`src/mct_consts.vh`:
```
`ifndef MCT_CONSTS_VH
`define MCT_CONSTS_VH

// ----------------------------------------------------------------------
// Geometry
// ----------------------------------------------------------------------
`define MCT_NTRUNK        4
`define MCT_BYTE_W        9
`define MCT_BUS_W         32

// ----------------------------------------------------------------------
// Output byte bit positions
// ----------------------------------------------------------------------
`define MCT_BIT_SSTAT_LO  1
`define MCT_BIT_SSTAT_HI  2
`define MCT_BIT_NOOP      3
`define MCT_BIT_SETINT    5
`define MCT_BIT_SWEND     6
`define MCT_BIT_WRU       7
`define MCT_BIT_PARITY    8

// ----------------------------------------------------------------------
// Instruction codes
// ----------------------------------------------------------------------
`define MCT_OP_HALT_IO    8'h9E
`define MCT_OP_TEST_DEV   8'h9D

// ----------------------------------------------------------------------
// Register offsets (byte addresses) and field positions
// ----------------------------------------------------------------------
`define MCT_ADDR_W        4
`define MCT_OFF_CTRL      4'h0
`define MCT_OFF_DOUT      4'h4
`define MCT_OFF_STAT      4'h8
`define MCT_OFF_DIN       4'hC
// CTRL fields
`define MCT_CTL_SET_READ  0
`define MCT_CTL_SET_NOOP  1
`define MCT_CTL_SET_SINT  2
`define MCT_CTL_SET_SWE   3
`define MCT_CTL_SET_SST   4
`define MCT_CTL_SET_WRU   5
`define MCT_CTL_CLR_RDY   6
`define MCT_CTL_CLR_DOUT  7
`define MCT_CTL_PHASE_LO  8
`define MCT_CTL_PHASE_W   2
`define MCT_CTL_STROBE    10
`define MCT_CTL_ACTIVATE  11
`define MCT_CTL_BYTE_TYPE 12
// Phase encodings for direct sets
`define MCT_PH_IDLE       2'h0
`define MCT_PH_INIT       2'h1
`define MCT_PH_TERM       2'h2
`define MCT_PH_INTR       2'h3

// ----------------------------------------------------------------------
// Status level codes and reset values
// ----------------------------------------------------------------------
`define MCT_STL_W         3
`define MCT_STL_IDLE      3'h0
`define MCT_STL_4B2       3'h1
`define MCT_STL_5BM1      3'h2
`define MCT_STL_SEND      3'h3
`define MCT_STL_HALT      3'h4
`define MCT_STL_TEST      3'h5
`define MCT_STL_INTR      3'h6
`define MCT_STL_END       3'h7
`define MCT_DOUT_RST      9'h000

`endif

```
`src/mct_trunk_if.v`:
```
`include "mct_consts.vh"

module mct_trunk_if (
  input  wire                                core_clk_i,
  input  wire                                rst_n_i,
  // Avalon-MM slave
  input  wire [`MCT_ADDR_W-1:0]              avs_address_i,
  input  wire                                avs_read_i,
  input  wire                                avs_write_i,
  input  wire [31:0]                         avs_writedata_i,
  input  wire [3:0]                          avs_byteenable_i,
  output reg  [31:0]                         avs_readdata_o,
  output wire                                avs_waitrequest_o,
  output wire [1:0]                          avs_response_o,
  // Trunk receivers
  input  wire [`MCT_NTRUNK-1:0]              trunk_device_power_i,
  input  wire [`MCT_NTRUNK-1:0]              trunk_service_select_i,
  input  wire [`MCT_NTRUNK-1:0]              trunk_end_i,
  input  wire [`MCT_NTRUNK-1:0]              trunk_ready_i,
  input  wire [`MCT_NTRUNK*`MCT_BYTE_W-1:0]  trunk_din_i,
  // Trunk transmitters
  output wire [`MCT_BYTE_W-1:0]              channel_output_reg_o,
  output wire [`MCT_NTRUNK-1:0]              trunk_strobe_o,
  output wire [`MCT_NTRUNK-1:0]              trunk_activate_o,
  output wire                                byte_type_qualifier_o,
  // Processor side
  input  wire                                input_permit_release_i,
  input  wire                                selector_channel_end_i,
  input  wire                                selector_inhibit_i,
  input  wire [`MCT_BUS_W-1:0]               processor_bus_n_i,
  input  wire [7:0]                          instruction_code_i,
  input  wire [1:0]                          condition_code_i,
  input  wire                                interrupt_cond_i,
  input  wire                                n_count_zero_i,
  input  wire [1:0]                          channel_char_address_i,
  input  wire                                read_input_command_i,
  input  wire                                read_register_command_i,
  output wire [`MCT_BUS_W-1:0]               internal_bus_inverted_o,
  output wire [`MCT_BYTE_W-1:0]              byte_path_bits_o,
  output reg  [7:0]                          processor_data_o,
  output wire                                aggregate_end_o,
  output wire                                aggregate_end_n_o,
  output wire                                combined_end_o,
  output wire                                channel_end_request_o,
  output wire                                end_lamp_o,
  output wire [`MCT_STL_W-1:0]               status_level_o
);

  // ----------------------------------------------------------------------
  // Reset synchroniser
  // ----------------------------------------------------------------------
  reg rst_meta_reg;
  reg rst_sync_reg;

  // Release reset through two flops
  always @(posedge core_clk_i or negedge rst_n_i) begin
    if (!rst_n_i) begin
      rst_meta_reg <= 1'b0;
      rst_sync_reg <= 1'b0;
    end else begin
      rst_meta_reg <= 1'b1;
      rst_sync_reg <= rst_meta_reg;
    end
  end

  wire rst_n = rst_sync_reg;

  // ----------------------------------------------------------------------
  // State declarations
  // ----------------------------------------------------------------------
  reg [`MCT_BYTE_W-1:0]  dout_reg;
  reg [`MCT_BYTE_W-1:0]  dout_next;
  reg                    ready_flag_reg;
  reg                    permit_arm_reg;
  reg [`MCT_STL_W-1:0]   stl_reg;
  reg [`MCT_STL_W-1:0]   stl_next;
  reg [`MCT_CTL_PHASE_W-1:0] phase_reg;
  reg                    strobe_reg;
  reg                    activate_reg;
  reg                    byte_type_reg;

  // ----------------------------------------------------------------------
  // End and ready qualification
  // ----------------------------------------------------------------------
  wire [`MCT_NTRUNK-1:0] trunk_end_qualified;
  wire [`MCT_NTRUNK-1:0] trunk_ready_qualified;
  wire [`MCT_NTRUNK-1:0] trunk_input_permit;
  wire [`MCT_BYTE_W-1:0] din_gated [0:`MCT_NTRUNK-1];
  wire [`MCT_BYTE_W-1:0] din_or    [0:`MCT_NTRUNK];

  assign din_or[0] = {`MCT_BYTE_W{1'b0}};

  // Per-trunk qualification, permit gating and input OR chain
  genvar t;
  generate
    for (t = 0; t < `MCT_NTRUNK; t = t + 1) begin : g_trunk
      assign trunk_end_qualified[t] = trunk_end_i[t] & trunk_device_power_i[t]
                                      & trunk_service_select_i[t];
      assign trunk_ready_qualified[t] = trunk_ready_i[t] & trunk_device_power_i[t]
                                        & trunk_service_select_i[t];
      assign trunk_input_permit[t] = permit_arm_reg & trunk_service_select_i[t];
      assign din_gated[t] = trunk_din_i[t*`MCT_BYTE_W +: `MCT_BYTE_W]
                            & {`MCT_BYTE_W{trunk_input_permit[t]}};
      assign din_or[t+1] = din_or[t] | din_gated[t];
      assign trunk_strobe_o[t]   = strobe_reg & trunk_service_select_i[t];
      assign trunk_activate_o[t] = activate_reg & trunk_service_select_i[t];
    end
  endgenerate

  wire [`MCT_BYTE_W-1:0] channel_input_bus = din_or[`MCT_NTRUNK];

  // Aggregate end in both polarities
  assign aggregate_end_o       = |trunk_end_qualified;
  assign aggregate_end_n_o     = ~aggregate_end_o;
  assign combined_end_o        = aggregate_end_o | selector_channel_end_i;
  assign channel_end_request_o = combined_end_o;
  assign end_lamp_o            = aggregate_end_o;

  // ----------------------------------------------------------------------
  // Processor bus and byte path
  // ----------------------------------------------------------------------
  // Inverters forming the internal bus
  assign internal_bus_inverted_o = ~processor_bus_n_i;

  wire byte_path_open = (stl_reg != `MCT_STL_5BM1) & ~selector_inhibit_i;
  assign byte_path_bits_o = channel_input_bus & {`MCT_BYTE_W{byte_path_open}};

  // Character select decode, lane 0 carries the byte
  wire character_select = (channel_char_address_i == 2'h0);

  // Data placed on the processor bus
  always @(posedge core_clk_i or negedge rst_n) begin
    if (!rst_n) begin
      processor_data_o <= 8'h00;
    end else if (read_input_command_i & character_select) begin
      processor_data_o <= channel_input_bus[7:0];
    end else if (read_register_command_i & character_select) begin
      processor_data_o <= dout_reg[7:0];
    end else begin
      processor_data_o <= 8'h00;
    end
  end

  // ----------------------------------------------------------------------
  // Avalon-MM decode
  // ----------------------------------------------------------------------
  wire wr_ctrl = avs_write_i & (avs_address_i == `MCT_OFF_CTRL);
  wire wr_dout = avs_write_i & (avs_address_i == `MCT_OFF_DOUT);
  wire [31:0] wdata = avs_writedata_i;
  wire [1:0]  wr_phase = wdata[`MCT_CTL_PHASE_LO +: `MCT_CTL_PHASE_W];

  // Answer every access in the cycle it is presented
  assign avs_waitrequest_o = 1'b0;
  assign avs_response_o    = 2'h0;

  // Read mux; unmapped reads return zero
  always @* begin
    if (avs_address_i == `MCT_OFF_CTRL) begin
      avs_readdata_o = {19'h00000, byte_type_reg, activate_reg, strobe_reg,
                        phase_reg, 8'h00};
    end else if (avs_address_i == `MCT_OFF_DOUT) begin
      avs_readdata_o = {23'h000000, dout_reg};
    end else if (avs_address_i == `MCT_OFF_STAT) begin
      avs_readdata_o = {24'h000000, aggregate_end_o, combined_end_o,
                        permit_arm_reg, ready_flag_reg, 1'b0, stl_reg};
    end else if (avs_address_i == `MCT_OFF_DIN) begin
      avs_readdata_o = {23'h000000, channel_input_bus};
    end else begin
      avs_readdata_o = 32'h00000000;
    end
  end

  // ----------------------------------------------------------------------
  // Output register with direct bit sets
  // ----------------------------------------------------------------------
  always @* begin
    dout_next = dout_reg;
    if (wr_dout & avs_byteenable_i[0]) begin
      dout_next[7:0] = internal_bus_inverted_o[7:0];
    end
    if (wr_dout & avs_byteenable_i[1]) begin
      dout_next[`MCT_BIT_PARITY] = internal_bus_inverted_o[`MCT_BIT_PARITY];
    end
    if (wr_ctrl & avs_byteenable_i[0]) begin
      if (wdata[`MCT_CTL_CLR_DOUT]) begin
        dout_next = `MCT_DOUT_RST;
      end
      if (wdata[`MCT_CTL_SET_NOOP] &
          ((wr_phase == `MCT_PH_INIT) | (wr_phase == `MCT_PH_INTR))) begin
        dout_next[`MCT_BIT_NOOP] = 1'b1;
      end
      if (wdata[`MCT_CTL_SET_SINT] & (wr_phase == `MCT_PH_TERM)) begin
        dout_next[`MCT_BIT_SETINT] = 1'b1;
      end else if (wdata[`MCT_CTL_SET_SWE] & (wr_phase == `MCT_PH_TERM)) begin
        dout_next[`MCT_BIT_SWEND] = 1'b1;
      end
      if (wdata[`MCT_CTL_SET_SST]) begin
        dout_next[`MCT_BIT_SSTAT_LO] = 1'b1;
        dout_next[`MCT_BIT_SSTAT_HI] = 1'b1;
      end
      if (wdata[`MCT_CTL_SET_WRU]) begin
        dout_next[`MCT_BIT_WRU] = 1'b1;
      end
    end
  end

  assign channel_output_reg_o  = dout_reg;
  assign byte_type_qualifier_o = byte_type_reg;

  // ----------------------------------------------------------------------
  // Status level sequencer
  // ----------------------------------------------------------------------
  always @* begin
    stl_next = stl_reg;
    case (stl_reg)
      `MCT_STL_IDLE: begin
        if (wr_ctrl & avs_byteenable_i[0] & wdata[`MCT_CTL_SET_READ]) begin
          stl_next = `MCT_STL_5BM1;
        end else if (instruction_code_i == `MCT_OP_HALT_IO) begin
          stl_next = `MCT_STL_HALT;
        end else if (instruction_code_i == `MCT_OP_TEST_DEV) begin
          stl_next = `MCT_STL_TEST;
        end
      end
      `MCT_STL_HALT: begin
        stl_next = `MCT_STL_4B2;
      end
      `MCT_STL_TEST: begin
        stl_next = `MCT_STL_4B2;
      end
      `MCT_STL_4B2: begin
        // Stay while waiting for ready
        if (!ready_flag_reg) begin
          stl_next = `MCT_STL_4B2;
        end else if (interrupt_cond_i) begin
          stl_next = `MCT_STL_INTR;
        end else if (condition_code_i != 2'h0) begin
          stl_next = `MCT_STL_END;
        end else if ((instruction_code_i == `MCT_OP_HALT_IO) | !n_count_zero_i) begin
          stl_next = `MCT_STL_SEND;
        end else begin
          stl_next = `MCT_STL_END;
        end
      end
      `MCT_STL_5BM1: begin
        if (input_permit_release_i) begin
          stl_next = `MCT_STL_IDLE;
        end
      end
      `MCT_STL_SEND: begin
        stl_next = `MCT_STL_END;
      end
      `MCT_STL_INTR: begin
        stl_next = `MCT_STL_END;
      end
      default: begin
        stl_next = `MCT_STL_IDLE;
      end
    endcase
  end

  assign status_level_o = stl_reg;

  // ----------------------------------------------------------------------
  // Clocked state
  // ----------------------------------------------------------------------
  always @(posedge core_clk_i or negedge rst_n) begin
    if (!rst_n) begin
      dout_reg       <= `MCT_DOUT_RST;
      ready_flag_reg <= 1'b0;
      permit_arm_reg <= 1'b0;
      stl_reg        <= `MCT_STL_IDLE;
      phase_reg      <= `MCT_PH_IDLE;
      strobe_reg     <= 1'b0;
      activate_reg   <= 1'b0;
      byte_type_reg  <= 1'b0;
    end else begin
      dout_reg <= dout_next;
      stl_reg  <= stl_next;
      // Ready set wins over software clear
      if (|trunk_ready_qualified) begin
        ready_flag_reg <= 1'b1;
      end else if (wr_ctrl & avs_byteenable_i[0] & wdata[`MCT_CTL_CLR_RDY]) begin
        ready_flag_reg <= 1'b0;
      end
      // Permit armed on receive, withdrawn at D5 time
      if (input_permit_release_i) begin
        permit_arm_reg <= 1'b0;
      end else if (wr_ctrl & avs_byteenable_i[0] & wdata[`MCT_CTL_SET_READ]) begin
        permit_arm_reg <= 1'b1;
      end
      if (wr_ctrl & avs_byteenable_i[1]) begin
        phase_reg     <= wr_phase;
        strobe_reg    <= wdata[`MCT_CTL_STROBE];
        activate_reg  <= wdata[`MCT_CTL_ACTIVATE];
        byte_type_reg <= wdata[`MCT_CTL_BYTE_TYPE];
      end
    end
  end

endmodule

```
`config.mk`:
```
export PLATFORM = sky130hd
export DESIGN_NAME = mct_trunk_if
export DESIGN_NICKNAME = d
export VERILOG_FILES = /design/src/mct_trunk_if.v
export VERILOG_INCLUDE_DIRS = /design/src
export SDC_FILE = /design/constraint.sdc
export NUM_CORES = 1
export LEC_CHECK = 0
export ABC_AREA = 1
export BUFFER_PORTS_ARGS = -buffer_cell sky130_fd_sc_hd__buf_2
export CORE_AREA = 2 2 100 102
export DETAILED_ROUTE_END_ITERATION = 6
export DIE_AREA = 0 0 102 104
export GPL_ROUTABILITY_DRIVEN = 0
export GPL_TIMING_DRIVEN = 1
export PLACE_DENSITY = 0.72
export SYNTH_ARGS = -nofsm -noshare
export SYNTH_HDL_FRONTEND = slang
export SYNTH_SLANG_ARGS = --single-unit
```
`constraint.sdc`:
```
create_clock -name core_clk_i -period 4.36 [get_ports core_clk_i]
set_clock_uncertainty 0.2 [all_clocks]
set_input_delay 0.872 -clock core_clk_i [delete_from_list [all_inputs] [get_ports core_clk_i]]
set_output_delay 0.872 -clock core_clk_i [all_outputs]
set_load 0.005 [all_outputs]
```
# Word-level counts from Yosys, hierarchy flattened
# Cells that the tools add are included.
[op_classes] eq_ne=17 bitwise_logic=56 n_reduce_logical=12 muxes=29
[op_table] cell="$and 9x9->9" count=5
[op_table] cell="$mux 9" count=5
[op_table] cell="$and 1x1->1" count=42
[op_table] cell="$not 32->32" count=1
[op_table] cell="$or 9x9->9" count=3
[op_table] cell="$mux 3" count=8
[op_table] cell="$mux 8" count=3
[op_table] cell="$eq 8x8->1 const B" count=2
[op_table] cell="$pmux 3 s5" count=1
[op_table] cell="$mux 13" count=1
[op_table] cell="$mux 1" count=10
[op_table] cell="$eq 3x3->1 const B" count=3
[op_table] cell="$eq 4x4->1 const B" count=2
[op_table] cell="$reduce_or 4->1" count=2
[op_table] cell="$eq 3x2->1 const B" count=2
[op_table] cell="$reduce_bool 2->1" count=3
[op_table] cell="$eq 2x2->1 const B" count=2
[op_table] cell="$eq 4x3->1 const B" count=1
[op_table] cell="$logic_not 4->1" count=1
[op_table] cell="$ne 4x4->1 const B" count=1
[op_table] cell="$reduce_or 2->1" count=2
[op_table] cell="$eq 3x1->1 const B" count=1
[op_table] cell="$logic_not 3->1" count=1
[op_table] cell="$ne 3x2->1 const B" count=1
[op_table] cell="other kinds (8)" count=11
[word_totals] out_inout_bits=110 reg_bits=29 elab_cells=125 inputBits=147

# Logic depth before layout (Yosys ltp)
# Gate-level depths: netlist of run 1.
[depth] depth_word=9 mapped_depth=10 mapped_depth_nobuf=10

# Worst setup path after synthesis of run 1
# OpenSTA, ideal clock, no wires.
[synth_timing] path_type="input to output" start="input avs_address_i[1]" end="output avs_readdata_o[2]" cell_stages=7 required_time_ns=3.288 slack_ns=1.625 n_path_buf=0 arrival_time_ns=1.663 cell_sequence="nor2_4 -> nand2_2 -> nor2_4 -> inv_1 -> o21ai_0 -> nor2_1 -> a21oi_1"
[synth_between] elab_chain_len=5 elab_cells_between_ends=8 classes_between="eq/ne: 3; mux: 4; reduce/logical: 1"
[synth_rtl] item="start: declaration" line="mct_trunk_if.v:7" text="input wire [`MCT_ADDR_W-1:0] avs_address_i,"
[synth_rtl] item="$eq 4x4->1 (no source line)"
[synth_rtl] item="$mux 9" line="mct_trunk_if.v:166" text="end else if (avs_address_i == `MCT_OFF_DIN) begin"
[synth_rtl] item="$mux 9" line="mct_trunk_if.v:163" text="end else if (avs_address_i == `MCT_OFF_STAT) begin"
[synth_rtl] item="$mux 9" line="mct_trunk_if.v:161" text="end else if (avs_address_i == `MCT_OFF_DOUT) begin"
[synth_rtl] item="$mux 13 (*)" line="mct_trunk_if.v:158" text="if (avs_address_i == `MCT_OFF_CTRL) begin"
[synth_rtl] item="end: declaration" line="mct_trunk_if.v:12" text="output reg [31:0] avs_readdata_o,"
# Every way passes the cells marked *; elsewhere a longest branch is shown, timed or not.

# Final worst setup path of run 1
[layout_timing] start="input avs_address_i[1]" end="output avs_readdata_o[4]"
# Same word-level chain as after synthesis.

==> run summary, run 1 <==
Buffers inserted during clock tree synthesis total 5. In this run, distinct cell masters in the synthesized netlist total 31. The final cycle utilization of the critical path came out at 0.753. The signal on the critical path passes through buf_2 > nor2_4 > nand2_2 > nor2_4 > inv_1 > o21ai_0 > nor2_1 > a21oi_1 > buf_2. The count of hold buffers inserted by post-cts repair is 0. At the later pin of the worst-skew pair, clock insertion delay measures 270 ps.

The tools report the half-perimeter wire length after detailed placement as 7500 microns. The fraction of met1 tracks used by global routing was 0.204; the number of global-route vias before repair was 2639. The wire length after detailed routing is 8810 microns, and the switching share of power is 0.352. TritonCTS built the clock tree. The logs give 0.0376 for the global routing met3 resource utilization and 0 ps for the total negative setup slack. The number of buffer and inverter instances along the worst setup path is 3. The number of gates resized after CTS is 0, and the die height is 104 microns. The minimum setup slack among reg-to-reg paths is 2630 ps.

The area share of the largest cell type after synthesis is 0.312, and the global-route met2 utilization is 0.271. The count of maximum capacitance violations is 0, and the cell count along the critical path is 9. Endpoint of the worst register-to-register path: processor_data_o[3]$_DFF_PN0_. The first global-routing pass estimated 13300 microns of wire. The most used routing layer is met2. The cell at the slowest stage of the critical path was nor2_4. VDD sags by at most 172 uV. Entering global routing, the biggest net connects 17 pins. The detailed-route wire length per cell came out at 12.4 microns.

The overall global routing resource usage was 0.161; the biggest fanout along the worst timing path was 10. Global routing finished with a remaining overflow of 0. For the pin with the worst max-slew slack, the measured transition is 879 ps. The tools report the number of antenna-violating nets in the routed design as 0. The register with the most flip-flops in the layout has 9 of them. In the routed layout, each cell is associated on average with a via count of 4.08. For the maximum clock frequency, the log shows 0.304 GHz.

The run gives 0.243 as the initial standard-cell utilization of the core. The cell type contributing the most total cell area after synthesis was dfrtp_1. In this run the clock root is driven by a clkbuf_8. The worst hold path belongs to the class register to async pin.

The capturing element type of the critical path was a primary output. Summed over all nets, the switching power comes to 363 uW. Relative to the synthesized area, the layout overhead comes to 53.2%. The flow ran to the end, and the final reports show no timing, DRC or antenna violations. The data required time at the worst endpoint was 3290 ps; the layout cell share with drive strength beyond 1 was 0.406. The synthesized design contains 29 register bits. The design draws 1030 uW. In this run the cell area measured after placement is 3440 sq um.

Broken down by cell family, the worst path's largest delay share belongs to simple AND/OR/NAND/NOR gates. The H-tree was split into 2 levels. Post-CTS timing repair inserted 0 buffers for setup.

The clock period minus worst slack works out to 3280 ps. The most critical setup path has its startpoint at avs_address_i[1]. The top cell types in the final layout, fill and taps aside, are buf_2 (212), nand2_1 (99), inv_1 (77).

STA classifies the critical path startpoint as an input pin. Power spread over the standard cell area amounts to 290 nW/um^2. The pre-antenna-repair detailed-routing pass consisted of 4 iterations.

After the last flow step, the layout net total stands at 725. The run gives 2907 as the vias after detailed routing. Ranked by total cell area, the synthesized netlist is headed by dfrtp_1 (31%), nand2_1 (16%), inv_1 (12%). The final count of negative-setup-slack endpoints came out at 0. For the relative contribution of sequential cells to total power, the log shows 0.358. Clock-pin slew was measured on the worst setup and hold paths at 70 ps. The logs give 170 for the violation count after the first detailed-route iteration and 0 for the antenna cell count.

Counting cells, the worst reg-to-reg path comes to 6. The run gives 0.361 as the part of the power in combinational logic. The largest single stage delay on the critical path is 260 ps.

The synthesized netlist occupies a cell area of 2320 sq um. The tools report the post-synthesis cell count as 363. The worst relative slew slack is 0.413, and the internal power consumption is 667 uW. Setup repair after global routing left no endpoint under its margin. The last element of the critical path is avs_readdata_o[4]. The logs give 0.312 for the sequential-to-total area share from yosys stat and 0.373 for the core occupancy in the finished layout. Number of hold-slack violations in the final timing report: 0. The count of cells in the finished layout, fillers not included, comes to 712. The filler cells instantiated in the layout total 1081. Data on the critical path arrives at its endpoint at 2210 ps. The most common library cell in the layout ignoring fill and taps was buf_2.

Port buffering added 212 buffers. The count of clock tree sinks was 29. The clock power share was 0.281; the number of synthesis warnings was 0. Initial antenna violation count: 0.

The critical path is of the input pin to primary output type. The die boundary width was 102 microns; the number of DRC violations after detailed routing was 0. For this design the static power due to leakage is 0.00229 uW.

The number of pins exceeding their max-slew limit in the final report is 0, and the synthesized area divided by synthesized cell count is 6.40 sq um. The floorplan step defined a die boundary enclosing 10600 sq um. Counting tap cells, the placed design contains a total of 704 instances.

The maximum number of buffers from clock root to sink is 2. The worst register-to-register path begins at permit_arm_reg$_DFFE_PN0P_. After routing the design area is 3560 sq um. Pin placement for this block handled 257 I/O pins. The initialized floorplan defines 36 standard-cell rows. The core region is 9550 sq um.
[metal layers]
| layer | routed length [microns] | vias up |
|---|---|---|
| met5 | 0 | - |
| met4 | 175 | 0 |
| met3 | 848 | 12 |
| met2 | 4030 | 162 |
| met1 | 3760 | 1230 |
| li1 | - | 1503 |
[cell type report]
class | instances | area, sq um | area share
Multi-Input combinational cell | 249 | 1180 | 0.332
Timing Repair Buffer | 213 | 1070 | 0.300
Sequential cell | 29 | 726 | 0.204
Inverter | 80 | 300 | 0.0844
Tap cell | 133 | 166 | 0.0468
Clock buffer | 7 | 86.3 | 0.0243
Clock inverter | 1 | 30.0 | 0.00844
[power by group through the flow]
stage          Sequential, uW  Clock [uW]  Combinational (uW)
2_1_floorplan             362           0                 206
3_3_place_gp              371           0                 370
3_5_place_dp              374           0                 373
4_1_cts                   369         298                 375
5_1_grt                   376         313                 423
6_report                  368         290                 372
[worst min-delay path by stage]
stage / cells after the start / endpoint / start
floorplan: 0 / rst_n$_DFF_PN0_ / rst_meta_reg$_DFF_PN0_
global placement: 0 / channel_output_reg_o[2]$_DFF_PN0_ / rst_n$_DFF_PN0_
detailed placement: 0 / channel_output_reg_o[2]$_DFF_PN0_ / rst_n$_DFF_PN0_
CTS: 0 / channel_output_reg_o[2]$_DFF_PN0_ / rst_n$_DFF_PN0_
global route: 0 / processor_data_o[0]$_DFF_PN0_ / rst_n$_DFF_PN0_
finish: 0 / channel_output_reg_o[0]$_DFF_PN0_ / rst_n$_DFF_PN0_
[cells in the mapped netlist (all sizes together)]
master  number
nand2      103
nor3         4
o211ai       6
o21ai        9
xor2         1
o22ai       10
o21bai       1
a22oi        1
nor4         1
clkinv       3
a21oi       12
nand4        2
nor2        45
o221ai       4
inv         77
buf         25
or3          1
clkbuf       1
mux2         1
nand3       24
conb         2
dfrtp       29
nand3b       1
[through the flow]
stage          setup slack, ps  hold slack, ps
2_1_floorplan             1630             131
3_3_place_gp              1080            36.8
3_5_place_dp              1070            30.0
4_1_cts                   1070            36.5
5_1_grt                    938            80.6
6_report                  1080            14.7
[cell families after synthesis]
| logic type | count (synthesis) | synth area share |
|---|---|---|
| multiplexers | 1 | 0.00485 |
| flip-flops | 29 | 0.312 |
| buffers and inverters | 106 | 0.213 |
| AND/OR/NAND/NOR | 181 | 0.339 |
| AO/OA/AOI/OAI | 43 | 0.124 |
| other | 2 | 0.00323 |
| XOR/XNOR | 1 | 0.00377 |
[worst register-to-register path, stage by stage, from the launching register on]
cell and delay (ps):
dfrtp_1 420, nand2_1 80, clkinv_1 250, nand2_1 140, nand3_1 80, a21oi_1 320, o22ai_1 120
No activity file was read; power rests on OpenSTA's default activity.
==> run 2, diff against run 1 <==
- CORE_AREA: 2 2 100 102 -> 2 2 101 103
- DIE_AREA: 0 0 102 104 -> 0 0 103 105
- PLACE_DENSITY: 0.72 -> 0.73
- clock period: 4.36 -> 2.9 ns (I/O delays scaled with it)
==> run summary, run 2 (synthesis results as in run 1) <==
The total negative setup slack was 0 ps (unchanged); the clock-pin slew of the registers on the worst-case setup and hold paths was 60 ps (about the same). Layout cell share with drive strength beyond 1: 0.411 (+0.00509). CTS buffer count: 5 (unchanged).

The clock period minus worst slack was 2660 ps. Total iterations of the first detailed-routing run: 4 (unchanged). The cell area power density was 402 nW/um^2 (+39%). The slowest stage of the critical path belongs to the cell dfrtp_1. The depth of the worst register-to-register path is 6 (unchanged). Cell family contributing the most delay on the critical path: flip-flops. The run gives 2895 (-0.41%) as the vias after detailed routing. The overall global routing resource usage came out at 0.160 (-0.00131).

Relative to the synthesized area, the layout overhead comes to 53.6%. The wire length after detailed routing was 8970 microns (+1.7%); the internal power consumption was 893 uW (+34%). For the final count of negative-setup-slack endpoints, the log shows 0 (unchanged). The cell that appears most often on the critical path is nand2_1. Setup repair after global routing left no endpoint under its margin. The count of clock tree sinks is 29 (unchanged), and the die height is 105 microns (+0.96%). For the number of global-route vias before repair, the log shows 2804 (+6.3%).

The top cell types in the final layout, fill and taps aside, are buf_2 (212), nand2_1 (99), inv_1 (77). The library cell used most frequently in the layout, excluding fill and tap cells, is buf_2. The run gives 270 ps (about the same) as the insertion delay of the later-clocked pin in the worst-skew pair.

The via count normalized by instance count was 4.04 (-1.1%); the peak ir drop on the vdd network was 263 uV (+53%). Static timing analysis puts the maximum clock frequency at 0.376 GHz. Number of pins exceeding their max-slew limit in the final report: 0 (unchanged). The logs give 1140 ps (-1490 ps) for the minimum setup slack among reg-to-reg paths and 1880 ps (-330 ps) for the critical path data arrival time. The maximum number of buffers from clock root to sink came out at 2 (unchanged). The number of antenna-violating nets in the routed design is 0 (unchanged), and the part of the power in combinational logic is 0.392 (+0.031). The initial standard-cell utilization of the core was 0.241 (-0.00227).

The leftover overflow at the end of global routing came out at 0 (unchanged). For the clock power share, the log shows 0.223 (-0.058). Relative contribution of sequential cells to total power: 0.385 (+0.027). TritonCTS built the clock tree. Count of maximum capacitance violations: 0 (unchanged). The actual slew at the worst max-slew pin came out at 535 ps (-344 ps).

The H-tree depth is 2 (unchanged), and the violation count after the first detailed-route iteration is 147 (-14%). The number of placement rows is 36 (unchanged), and the number of ports placed on the die boundary is 257 (unchanged). The kind of start point of the critical path was a register.

The tools report the maximum number of pins on one net before global-route repair as 17 (unchanged). The number of buffer and inverter instances along the worst setup path works out to 2 (-1). Switching share of power: 0.377 (+0.0250). The endpoint identified for the worst register-to-register timing path is processor_data_o[3]$_DFF_PN0_. The core outline area came out at 9640 sq um (+0.94%). The total chip power was 1430 uW (+39%); the area enclosed by the die boundary was 10800 sq um (+2.0%). The maximum cell stage delay along the critical path works out to 430 ps (+170 ps).

The tools report the data required time at the worst endpoint as 2120 ps (-1170 ps). The antenna cell count is 0 (unchanged). Flip-flop count of the largest register after layout: 9 (unchanged). The first-pass GRT wire length was 13400 microns (+0.89%); the die boundary width was 103 microns (+0.98%). The detailed-route wire length per cell came out at 12.5 microns (+1.0%).

The worst register-to-register path begins at permit_arm_reg$_DFFE_PN0P_. The run finished with clean final reports. The number of hold-slack violations in the final timing report came out at 0 (unchanged).

Static leakage power: 0.00230 uW (+0.53%). The number of buffers inserted by port buffering was 212 (unchanged). The capturing element type of the critical path was a primary output.

Traced cell by cell, the critical path runs through nand2_1 > clkinv_1 > nand2_1 > nand3_1 > a21oi_1 > o22ai_1 > buf_2. The biggest fanout along the worst timing path works out to 9 (-1). In this run the worst hold path is classified as register to async pin. Initial antenna violation count: 0 (unchanged). The tools report the net switching power as 541 uW (+49%). The number of nets in the layout was 730 (+0.69%); the final cycle utilization of the critical path was 0.916. The tools report the half-perimeter wire length after detailed placement as 7690 microns (+2.6%).

The number of DRC violations after detailed routing was 0 (unchanged); the worst relative slew slack was 0.643 (+0.230). The tools report the cell chosen for the clock root as clkbuf_8. The worst setup path is of the register to primary output kind.
-- run 2: routing by layer --
| layer | vias up | track usage | wire [microns] |
|---|---|---|---|
| met5 | - | 0 | 0 |
| met4 | 0 | 0.0338 | 133 |
| met3 | 11 | 0.0421 | 844 |
| met2 | 139 | 0.286 | 4240 |
| met1 | 1236 | 0.190 | 3750 |
| li1 | 1509 | - | - |
-- run 2: how the worst max path moves through the flow --
| stage | cells past startpoint | endpoint | startpoint | slack [ps] |
|---|---|---|---|---|
| floorplan | 7 | avs_readdata_o[2] | avs_address_i[1] | 750 |
| global placement | 8 | avs_readdata_o[3] | trunk_service_select_i[3] | 240 |
| detailed placement | 8 | avs_readdata_o[3] | trunk_service_select_i[3] | 220 |
| CTS | 5 | byte_path_bits_o[5] | status_level_o[0]$_DFFE_PN0P_ | 80 |
| global route | 7 | avs_readdata_o[3] | permit_arm_reg$_DFFE_PN0P_ | 70 |
| finish | 7 | avs_readdata_o[3] | permit_arm_reg$_DFFE_PN0P_ | 240 |
-- run 2: metrics by stage --
| step | util | cell area, sq um | worst slack (ps) | hold WS, ps | std cells |
|---|---|---|---|---|---|
| after floorplan | - | 2400 | 749 | 84.4 | 384 |
| after CTS | 0.370 | 3560 | 79.8 | 43.2 | 717 |
| final | 0.370 | 3570 | 243 | 17.7 | 717 |
| after detailed placement | 0.360 | 3470 | 220 | 37.0 | 708 |
| after global routing | 0.370 | 3570 | 71.7 | 98.8 | 717 |
| after global placement | 0.360 | 3470 | 238 | 37.8 | 708 |
-- run 2: power by group through the flow --
stage | sequential, uW | combinational [uW] | clock, uW
CTS | 552 | 567 | 330
global placement | 556 | 557 | 0
detailed placement | 559 | 561 | 0
floorplan | 544 | 310 | 0
global route | 568 | 647 | 351
finish | 552 | 562 | 320
-- run 2: worst reg2reg max path, delay by kind of cell (launching register included) --
kind | cells | cell delay [ps]
compound gates | 2 | 430
buf+inv | 1 | 240
flops | 1 | 430
simple gates | 3 | 320
-- run 2: final cells by class --
| cell class | instances | area (sq um) |
|---|---|---|
| multi-input combinational | 249 | 1180 |
| fill | 1081 | 6070 |
| tap | 133 | 166 |
| timing repair buffer | 218 | 1110 |
| clock inverter | 2 | 10.0 |
| sequential | 29 | 726 |
| clock buffer | 6 | 72.6 |
| inverter | 80 | 300 |
-- run 2: repair_timing --
item	CTS	global route
setup endpoints to repair	0	1
resized for setup	0	1
buffers inserted	0	0
endpoints found under the hold margin	2	0
hold buffers	1	0
